### src/rtl/pgio_pkg.sv
// package with register map, reset values and package-width masks for the port g block
package pgio_pkg;
   localparam int unsigned PORT_WIDTH = 8;
   localparam logic [3:0] OFFS_PIN_VALUE = 4'h0;
   localparam logic [3:0] OFFS_OUTPUT_LATCH = 4'h4;
   localparam logic [3:0] OFFS_DIRECTION = 4'h8;
   localparam logic [3:0] OFFS_PERIPH_ENABLE = 4'hc;
   // read-only package code; the four-bit bus address leaves no room above 0xf
   localparam logic [3:0] OFFS_PKG_INFO = 4'h1;
   localparam logic [7:0] LATCH_RESET = 8'h00;
   localparam logic [7:0] DIRECTION_RESET = 8'hff;
   localparam logic [7:0] PERIPH_RESET = 8'h00;
   localparam logic [1:0] PKG_SMALL = 2'h0;
   localparam logic [1:0] PKG_MIDDLE = 2'h1;
   localparam logic [1:0] PKG_LARGE = 2'h2;
   localparam logic [7:0] MASK_SMALL = 8'h10;
   localparam logic [7:0] MASK_MIDDLE = 8'h1f;
   localparam logic [7:0] MASK_LARGE = 8'hff;
   localparam int unsigned PIN_CC3 = 0;
   localparam int unsigned PIN_SCLK = 1;
   localparam int unsigned PIN_SDATA = 2;
   localparam int unsigned PIN_CC4 = 3;
   localparam int unsigned PIN_CC5 = 4;
   localparam int unsigned EN_CC3 = 0;
   localparam int unsigned EN_PWM3A = 1;
   localparam int unsigned EN_SERIAL = 2;
   localparam int unsigned EN_SYNC = 3;
   localparam int unsigned EN_CC4 = 4;
   localparam int unsigned EN_PWM3D = 5;
   localparam int unsigned EN_CC5 = 6;
   localparam int unsigned EN_PWM1D = 7;
endpackage

### src/rtl/pgio_port.sv
// port g bidirectional gpio with peripheral pin overrides and wishbone register access
// Notes on behaviour
// - package select enables bit 4, bits 4..0, or all eight bits
// - direction bit one makes the pin an input, driver off
// - direction bit zero drives the output latch bit onto the pin
// - latch register reads return latch contents, not pin levels
// - all pins digital only, no analog path
// - enabled peripherals may force pin direction regardless of direction bit
// - overrides never stored in direction register; reads return software bits
// - pin 0 unit three compare output drives when bit zero, else capture input
// - pin 0 pwm channel a overrides port data, may tristate on shutdown
// - pin 2 with bit one feeds serial asynchronous receive input
// - pin 2 sync data output overrides port; receive needs direction bit one
// - pin 1 with bit one accepts external synchronous serial clock
// - pin 3 unit four compare output drives when bit zero, else capture input
// - pin 3 unit three pwm channel d overrides port, optional shutdown tristate
// - pin 4 unit five compare output drives when bit zero, else capture input
// - pin 4 unit one pwm channel d overrides port, optional shutdown tristate
// - write to pin value register stores into the output latches
//
// Design decisions made here: the register offsets and the Wishbone slave port.
`timescale 1ns/1ps
`default_nettype none
module pgio_port (
   // system
   input  wire logic       clk_i,
   input  wire logic       rst_i,
   input  wire logic [1:0] pkg_sel_i,
   // wishbone slave
   input  wire logic       wb_cyc_i,
   input  wire logic       wb_stb_i,
   input  wire logic       wb_we_i,
   input  wire logic [3:0] wb_adr_i,
   input  wire logic [3:0] wb_sel_i,
   input  wire logic [31:0] wb_dat_i,
   output logic [31:0]     wb_dat_o,
   output logic            wb_ack_o,
   // pins
   input  wire logic [7:0] pin_i,
   output logic [7:0]      pin_o,
   output logic [7:0]      pin_oe_o,
   // peripheral outputs
   input  wire logic       cc3_out_i,
   input  wire logic       pwm3a_out_i,
   input  wire logic       pwm3a_tristate_i,
   input  wire logic       serial_transmit_out_i,
   input  wire logic       serial_sync_master_i,
   input  wire logic       serial_sync_clock_out_i,
   input  wire logic       serial_sync_data_out_i,
   input  wire logic       serial_sync_transmit_i,
   input  wire logic       cc4_out_i,
   input  wire logic       pwm3d_out_i,
   input  wire logic       pwm3d_tristate_i,
   input  wire logic       cc5_out_i,
   input  wire logic       pwm1d_out_i,
   input  wire logic       pwm1d_tristate_i,
   // peripheral inputs
   output logic            cc3_capture_o,
   output logic            serial_receive_in_o,
   output logic            serial_sync_clock_in_o,
   output logic            serial_sync_data_in_o,
   output logic            cc4_capture_o,
   output logic            cc5_capture_o
);
   logic [7:0] latch_reg;
   logic [7:0] dir_reg;
   logic [7:0] periph_reg;
   logic [7:0] sync1_reg;
   logic [7:0] sync2_reg;
   logic [1:0] pkg_reg;
   logic       ack_reg;

   // package width is caught by a clocked process so a strap never feeds the reset value
   always_ff @(posedge clk_i) begin
      pkg_reg <= pkg_sel_i;
   end

   wire logic [7:0] impl_mask = (pkg_reg == pgio_pkg::PKG_LARGE)  ? pgio_pkg::MASK_LARGE :
                                (pkg_reg == pgio_pkg::PKG_MIDDLE) ? pgio_pkg::MASK_MIDDLE :
                                pgio_pkg::MASK_SMALL;

   // bus decode
   wire logic req      = wb_cyc_i & wb_stb_i & ~ack_reg;
   wire logic wr_lane0 = req & wb_we_i & wb_sel_i[0];
   wire logic hit_pin  = (wb_adr_i == pgio_pkg::OFFS_PIN_VALUE);
   wire logic hit_lat  = (wb_adr_i == pgio_pkg::OFFS_OUTPUT_LATCH);
   wire logic hit_dir  = (wb_adr_i == pgio_pkg::OFFS_DIRECTION);
   wire logic hit_per  = (wb_adr_i == pgio_pkg::OFFS_PERIPH_ENABLE);
   wire logic hit_pkg  = (wb_adr_i == pgio_pkg::OFFS_PKG_INFO);
   wire logic lat_wr   = wr_lane0 & (hit_pin | hit_lat);
   wire logic dir_wr   = wr_lane0 & hit_dir;
   wire logic per_wr   = wr_lane0 & hit_per;

   // absent bits are cleared in the latch and set in direction on write, and masked again on read, so a later strap change cannot corrupt held bits
   wire logic [7:0] lat_next = lat_wr ? (wb_dat_i[7:0] & impl_mask) : latch_reg;
   wire logic [7:0] dir_next = dir_wr ? ((wb_dat_i[7:0] & impl_mask) | ~impl_mask) : dir_reg;

   always_ff @(posedge clk_i) begin
      if (rst_i) begin
         latch_reg  <= pgio_pkg::LATCH_RESET;
         dir_reg    <= pgio_pkg::DIRECTION_RESET;
         periph_reg <= pgio_pkg::PERIPH_RESET;
         ack_reg    <= 1'b0;
         sync1_reg  <= 8'h00;
         sync2_reg  <= 8'h00;
      end else begin
         latch_reg  <= lat_next;
         dir_reg    <= dir_next;
         periph_reg <= per_wr ? wb_dat_i[7:0] : periph_reg;
         ack_reg    <= req;
         sync1_reg  <= pin_i;
         sync2_reg  <= sync1_reg;
      end
   end

   // pin levels pass two flops before any read; digital only, no analog select
   wire logic [7:0] pin_level = sync2_reg & impl_mask;

   wire logic [7:0] rd_byte = hit_pin ? pin_level :
                              hit_lat ? (latch_reg & impl_mask) :
                              hit_dir ? (dir_reg & impl_mask) :
                              hit_per ? periph_reg :
                              hit_pkg ? {6'h00, pkg_reg} : 8'h00;
   logic [31:0] rdata_reg;
   always_ff @(posedge clk_i) begin
      if (rst_i) begin
         rdata_reg <= 32'h0000_0000;
      end else if (req) begin
         rdata_reg <= {24'h000000, rd_byte};
      end
   end
   assign wb_dat_o = rdata_reg;
   assign wb_ack_o = ack_reg;

   // peripheral ownership; pwm channels beat compare outputs, which beat port data
   wire logic own_pwm3a = periph_reg[pgio_pkg::EN_PWM3A];
   wire logic own_cc3   = periph_reg[pgio_pkg::EN_CC3];
   wire logic ser_en    = periph_reg[pgio_pkg::EN_SERIAL];
   wire logic ser_sync  = periph_reg[pgio_pkg::EN_SYNC];
   wire logic own_pwm3d = periph_reg[pgio_pkg::EN_PWM3D];
   wire logic own_cc4   = periph_reg[pgio_pkg::EN_CC4];
   wire logic own_pwm1d = periph_reg[pgio_pkg::EN_PWM1D];
   wire logic own_cc5   = periph_reg[pgio_pkg::EN_CC5];

   // pin 1: async transmit out, or sync clock out in master mode; slave clock is input
   wire logic p1_drive = ser_en & (~ser_sync | serial_sync_master_i);
   wire logic p1_val   = ser_sync ? serial_sync_clock_out_i : serial_transmit_out_i;
   // pin 2: sync data out only while transmitting; receive follows direction bit
   wire logic p2_drive = ser_en & ser_sync & serial_sync_transmit_i;

   logic [7:0] drv_val;
   logic [7:0] drv_en;
   always_comb begin
      drv_val = latch_reg;
      drv_en  = ~dir_reg;
      if (own_pwm3a) begin
         drv_val[pgio_pkg::PIN_CC3] = pwm3a_out_i;
         drv_en[pgio_pkg::PIN_CC3]  = ~pwm3a_tristate_i;
      end else if (own_cc3) begin
         drv_val[pgio_pkg::PIN_CC3] = cc3_out_i;
      end
      if (p1_drive) begin
         drv_val[pgio_pkg::PIN_SCLK] = p1_val;
         drv_en[pgio_pkg::PIN_SCLK]  = 1'b1;
      end else if (ser_en & ser_sync) begin
         drv_en[pgio_pkg::PIN_SCLK] = 1'b0;
      end
      if (p2_drive) begin
         drv_val[pgio_pkg::PIN_SDATA] = serial_sync_data_out_i;
         drv_en[pgio_pkg::PIN_SDATA]  = 1'b1;
      end
      if (own_pwm3d) begin
         drv_val[pgio_pkg::PIN_CC4] = pwm3d_out_i;
         drv_en[pgio_pkg::PIN_CC4]  = ~pwm3d_tristate_i;
      end else if (own_cc4) begin
         drv_val[pgio_pkg::PIN_CC4] = cc4_out_i;
      end
      if (own_pwm1d) begin
         drv_val[pgio_pkg::PIN_CC5] = pwm1d_out_i;
         drv_en[pgio_pkg::PIN_CC5]  = ~pwm1d_tristate_i;
      end else if (own_cc5) begin
         drv_val[pgio_pkg::PIN_CC5] = cc5_out_i;
      end
   end

   // pin outputs from flops; unimplemented pins never drive
   logic [7:0] pin_out_reg;
   logic [7:0] pin_oe_reg;
   always_ff @(posedge clk_i) begin
      if (rst_i) begin
         pin_out_reg <= 8'h00;
         pin_oe_reg  <= 8'h00;
      end else begin
         pin_out_reg <= drv_val & impl_mask;
         pin_oe_reg  <= drv_en & impl_mask;
      end
   end
   assign pin_o    = pin_out_reg;
   assign pin_oe_o = pin_oe_reg;

   // capture and serial inputs only see the pin while its direction bit is one
   wire logic [7:0] in_ok = dir_reg & pin_level;
   assign cc3_capture_o          = in_ok[pgio_pkg::PIN_CC3] & own_cc3;
   assign serial_sync_clock_in_o = in_ok[pgio_pkg::PIN_SCLK] & ser_en & ser_sync & ~serial_sync_master_i;
   assign serial_receive_in_o    = ser_en & ~ser_sync & in_ok[pgio_pkg::PIN_SDATA];
   assign serial_sync_data_in_o  = ser_en & ser_sync & in_ok[pgio_pkg::PIN_SDATA];
   assign cc4_capture_o          = in_ok[pgio_pkg::PIN_CC4] & own_cc4;
   assign cc5_capture_o          = in_ok[pgio_pkg::PIN_CC5] & own_cc5;
endmodule
`default_nettype wire

### config.mk
export PLATFORM = sky130hd
export DESIGN_NAME = pgio_port
export DESIGN_NICKNAME = d
export VERILOG_FILES = /design/src/rtl/pgio_pkg.sv /design/src/rtl/pgio_port.sv
export SDC_FILE = /design/constraint.sdc
export NUM_CORES = 1
export LEC_CHECK = 0
export ABC_CLOCK_PERIOD_IN_PS = 2600
export BUFFER_PORTS_ARGS = -buffer_cell sky130_fd_sc_hd__buf_4
export CAP_MARGIN = 20
export CORE_ASPECT_RATIO = 1.25
export CORE_UTILIZATION = 45
export DETAILED_ROUTE_END_ITERATION = 7
export PLACE_DENSITY = 0.78
export SLEW_MARGIN = 20
export SYNTH_ARGS = -nofsm -noshare
export SYNTH_HDL_FRONTEND = slang
export SYNTH_SLANG_ARGS = --single-unit
### constraint.sdc
create_clock -name clk_i -period 2.6 [get_ports clk_i]
set_input_delay 0.26 -clock clk_i [delete_from_list [all_inputs] [get_ports clk_i]]
set_output_delay 0.26 -clock clk_i [all_outputs]
set_load 0.02 [all_outputs]
== Yosys cells after proc, flatten, opt, wreduce, memory -nomap -nowiden ==
Index checks and enable logic that the tools add are counted.
Widths: inputs -> output; s select.

* Equal/unequal tests: 6
* Multiplexer cells: 22
* Bitwise logic cells: 37
* Reduce and logical (&&, ||, !) cells: 1

{| class="wikitable"
|+ Operators by type and width
! cell !! count
|-
| $and 8x8->8 || 6
|-
| $mux 8 || 5
|-
| $and 1x1->1 || 19
|-
| $not 8->8 || 2
|-
| $mux 1 || 15
|-
| $eq 4x4->1 const B || 2
|-
| $or 8x8->8 || 1
|-
| $not 1->1 || 6
|-
| $and 5x5->5 || 1
|-
| $eq 4x1->1 const B || 1
|-
| $eq 4x3->1 const B || 1
|-
| $logic_not 4->1 || 1
|-
| $mux 4 || 1
|-
| $eq 2x1->1 const B || 1
|-
| $eq 2x2->1 const B || 1
|-
| $mux 2 || 1
|-
| $or 1x1->1 || 2
|}

* Bits in registers: 67
* Input bits: 69

== Logic depth before layout (Yosys ltp) ==
* Word-level depth: 8
* Gate-level depth with buffers: 7
* Mapped depth without buffers: 6

== Worst setup path after synthesis ==
Ideal clock, no wire load.

* Path kind: reg2out
* Start point: reg pkg_reg[0]
* End point: out serial_sync_clock_in_o
* Arrival: 1708 ps
* Setup slack: 632 ps
* Stages on the path, launching flop included: 6
* Cell sequence: dfxtp_1 -> inv_1 -> ha_1 -> clkbuf_1 -> nor2b_1 -> nor4b_1

* Word-level cells in the longest chain between the ends: 8
* Elaborated cells between the ends (all ways): 9
* Classes of those cells: eq/ne: 2; mux: 2; bitwise: 5

{| class="wikitable"
|+ Ends and longest elaborated chain
! item !! RTL line !! source
|-
| from (decl) || pgio_port.sv:70 || <nowiki>logic [1:0] pkg_reg;</nowiki>
|-
| from (signal assigned) || pgio_port.sv:75 || <nowiki>pkg_reg <= pkg_sel_i;</nowiki>
|-
| $eq 2x1->1 || pgio_port.sv:79 || <nowiki>(pkg_reg == pgio_pkg::PKG_MIDDLE) ? pgio_pkg::MASK_MIDDLE :</nowiki>
|-
| $mux 4 || pgio_port.sv:79 ||
|-
| $mux 8 * || pgio_port.sv:78 || <nowiki>wire logic [7:0] impl_mask = (pkg_reg == pgio_pkg::PKG_LARGE) ? pgio_pkg::MASK_LARGE :</nowiki>
|-
| $and 8x8->8 * || pgio_port.sv:117 || <nowiki>wire logic [7:0] pin_level = sync2_reg & impl_mask;</nowiki>
|-
| $and 5x5->5 * || pgio_port.sv:202 || <nowiki>wire logic [7:0] in_ok = dir_reg & pin_level;</nowiki>
|-
| $and 1x1->1 * (3 in series) || pgio_port.sv:204 || <nowiki>assign serial_sync_clock_in_o = in_ok[pgio_pkg::PIN_SCLK] & ser_en & ser_sync & ~serial_sync_master_i;</nowiki>
|-
| to (decl) || pgio_port.sv:60 || <nowiki>output logic serial_sync_clock_in_o,</nowiki>
|}

Mark *: on every way between the ends. The rest lies on a longest branch, timed or not.

== Final worst setup path ==
* Start point: reg pkg_reg[0]
* End point: out serial_receive_in_o

* Word-level cells in the longest chain between the ends: 6
* Elaborated cells between the ends (all ways): 7
* Classes of those cells: eq/ne: 2; mux: 2; bitwise: 3

{| class="wikitable"
|+ Ends and longest elaborated chain
! item !! RTL line !! source
|-
| $eq 2x1->1 || pgio_port.sv:79 ||
|-
| $mux 4 || pgio_port.sv:79 ||
|-
| $mux 8 * || pgio_port.sv:78 ||
|-
| $and 8x8->8 * || pgio_port.sv:117 ||
|-
| $and 5x5->5 * || pgio_port.sv:202 ||
|-
| $and 1x1->1 * || pgio_port.sv:205 || <nowiki>assign serial_receive_in_o = ser_en & ~ser_sync & in_ok[pgio_pkg::PIN_SDATA];</nowiki>
|-
| to (decl) || pgio_port.sv:59 || <nowiki>output logic serial_receive_in_o,</nowiki>
|}

Marked as above.

==> flow_metrics.py <==
metrics = {
    "routing": {
        "wire_per_inst_microns": 13.6,
        "wl_mm": 6.50,
        "antenna_left": 0,
        "drtIter0Drc": 213,
        "firstDrtPassIters": 4,
        "vias": 2428,
        "viasPerCell": 5.10,
        "drc_errors": 0,
    },
    "clocking": {
        "post_cts_buffers": 0,
        "post_cts_resized": 0,
        "root_buffer": "clkbuf_8",
        "clk_latency_ps": 340,
        "cts_tree": "yes",
        "cts_buffer_depth": 2,
        "cts.htree.levels": 3,
        "hold_buffers": 0,
        "clock_sinks": 67,
        "clk_pin_slew_ps": 60,
        "cts-buffers-inserted": 9,
    },
    "timing": {
        "layout_setup_ws_ps": 445,
        "tightest_slew_ps": 803,
        "setup_viol": 0,
        "finalHoldViolCount": 0,
        "max_slew_margin_pct": 46.0,
        "rsz0062_at_grt": "false",
        "hold_slack_ps": 29.8,
        "final.period_utilization_pct": 82.9,
        "finalSetupTns_ps": 0,
        "finalClockSkew_ps": 8.95,
        "period_needed_ps": 2160,
        "slew_violations": 0,
        "clock.fmax_mhz": 464,
    },
    "worst_setup_path": {
        "worst_ep_required_time_ps": 2340,
        "crit_start": "pkg_reg[0]",
        "worst_ep_arrival_time_ps": 1900,
        "reg2reg_from": "wb_ack_o",
        "cp_top_family": "simple AND/OR/NAND/NOR gates",
        "start_kind": "flip-flop",
        "r2r-end": "periph_reg[7]",
        "rrSetupSlack_ps": 710,
        "worstSetupPathType": "reg2out",
        "crit_path_end_kind": "primary output",
        "crit_slowest_cell": "ha_1",
        "path_depth": 6,
        "cp_max_fo": 13,
        "reg2reg_depth": 5,
        "critPathCapture": "serial_receive_in_o",
        "worstPathBufferInverterCount": 2,
        "crit_chain": "inv_1 > ha_1 > nor2b_1 > nand2_1 > nor3b_1 > buf_4",
        "cp_slowest_stage_delay_ps": 460,
    },
    "yosys": {
        "avgSynthCellArea_sq_um": 8.88,
        "synth.mux.area_fraction_pct": 4.62,
        "syn_area_sq_um": 2840,
        "synthTopCellsByArea": "dfxtp_1 (47%), nor2b_1 (6.4%), buf_4 (6.3%)",
        "ys_types": 38,
        "synth_top_area_share_pct": 47.2,
        "synth-xor-area-share_pct": 0,
        "synth_top_cell_by_area": "dfxtp_1",
        "ys_warn_count": 0,
        "synth_compound_area_share_pct": 12.2,
        "yosysSeqAreaShare_pct": 47.2,
        "yosys.area_share.simple_pct": 25.8,
        "yosys.area_share.adder_pct": 0.440,
        "synth_seq_cells": 67,
        "synthCells": 320,
        "synth_top_family_by_area": "simple AND/OR/NAND/NOR gates",
    },
    "die": {
        "pin_count": 124,
        "die_height_microns": 90.8,
        "rows": 32,
        "core_sq_um": 6130,
        "initial_core_util_pct": 46.4,
        "die_width_microns": 73.1,
        "dieArea_sq_um": 6640,
    },
    "placement": {
        "place_ws_ps": 679,
        "gp_congestion": 0.804,
        "portBuffers": 72,
        "dp_hpwl_mm": 4.59,
        "place_area_sq_um": 3350,
    },
    "cells_and_area": {
        "n_antenna_cell": 0,
        "drive_above_1_share_pct": 23.5,
        "fillers": 570,
        "ff_latch_area_sq_um": 1340,
        "design_area_sq_um": 3540,
        "multi_input_area_sq_um": 1310,
        "area_delta_synth_final_pct": 24.7,
        "final_nets": 457,
    },
    "outcome": {
        "status": "finished, final reports clean",
    },
    "flow_run": {
        "maxCapViolations": 0,
    },
    "global_route": {
        "gr-total-overflow": 0,
        "antenna_found_initial": 0,
        "grt_first_pass_wirelength_mm": 10.4,
        "grt_start_max_net_pins": 56,
        "grt_usage_pct": 20.4,
        "grt_pass1_vias": 2279,
    },
    "pwr": {
        "powerDensity_nw_per_um2": 599,
        "vdd_drop_max_mv": 0.413,
        "leakagePower_uw": 0.00152,
    },
    "min_path": {
        "hp-class": "in2reg",
    },
}
stage by stage:
step | utilization, % | cells | power [uW]
floorplan | - | 343 | 1230
detailed placement | 54.7 | 461 | 1290
global route | 57.8 | 476 | 2190
finish | 57.8 | 476 | 2120
CTS | 57.8 | 476 | 2130
global placement | 54.7 | 461 | 1290
layout by cell type (no fill, tap or decap), types with 6 or more instances in the layout:
master / n
o21ai_0: 7
nand2_1: 13
clkbuf_8: 11
conb_1: 24
a211oi_1: 6
buf_4: 76
a21oi_1: 23
nor2b_1: 29
nor3_1: 12
nand3_1: 15
nor2_1: 39
mux2i_1: 12
dfxtp_1: 67
layer usage:
metal | share of wire [%] | vias to the layer above | GRT usage [%]
met3 | 5.2 | 11 | 4.24
met4 | 2.0 | 0 | 10.8
met1 | 42 | 1137 | 23.5
met2 | 50 | 83 | 34.6
met5 | 0 | - | 0
li1 | - | 1197 | -
kinds of logic (layout without fill, tap and decap cells):
group           after synthesis  after routing
simple gates                137            137
flops                        67             67
compound gates               53             53
buf+inv                      48             96
mux                          13             13
fa+ha+maj                     1              1
other cells                   1             24
synth_stat cells (all sizes together):
master / n
nor2b: 29
and2: 3
nand3b: 5
nor4bb: 2
nor2: 39
buf: 28
o22ai: 1
clkbuf: 15
o21ai: 7
a221oi: 4
a211oi: 6
conb: 1
a221o: 4
nor3: 12
nor4: 1
or4: 1
a21oi: 23
a22o: 3
mux2i: 12
o31a: 1
or3b: 1
and4: 1
a22oi: 1
or2: 1
mux2: 1
nand2: 13
nor4b: 2
dfxtp: 67
and3b: 1
nor3b: 4
ha: 1
and3: 3
nand2b: 2
nand3: 15
a311oi: 3
nand4: 2
inv: 5
final cells by class:
type	instances	share of cell area (%)
repair buffers	76	16.1
multi-input cells	228	37.0
clock buffers	13	4.49
well taps	85	3.00
clock inverters	2	0.989
inverters	5	0.530
flip-flops and latches	67	37.9
power breakdown:
group | switching (uW) | internal, uW
logic | 124 | 87.9
clock network | 362 | 489
registers | 9.80 | 1050
worst min path at each step:
stage / startpoint / to / slack [ps] / cells after the start
after floorplan: pkg_sel_i[0] / pkg_reg[0] / 290 / 0
after global placement: pkg_sel_i[0] / pkg_reg[0] / 370 / 1
after detailed placement: pkg_sel_i[0] / pkg_reg[0] / 370 / 1
after CTS: pkg_sel_i[0] / pkg_reg[0] / 20 / 1
after global routing: pkg_sel_i[1] / pkg_reg[1] / 20 / 1
final: pkg_sel_i[0] / pkg_reg[0] / 30 / 1
No activity file was read; power rests on OpenSTA's default activity.
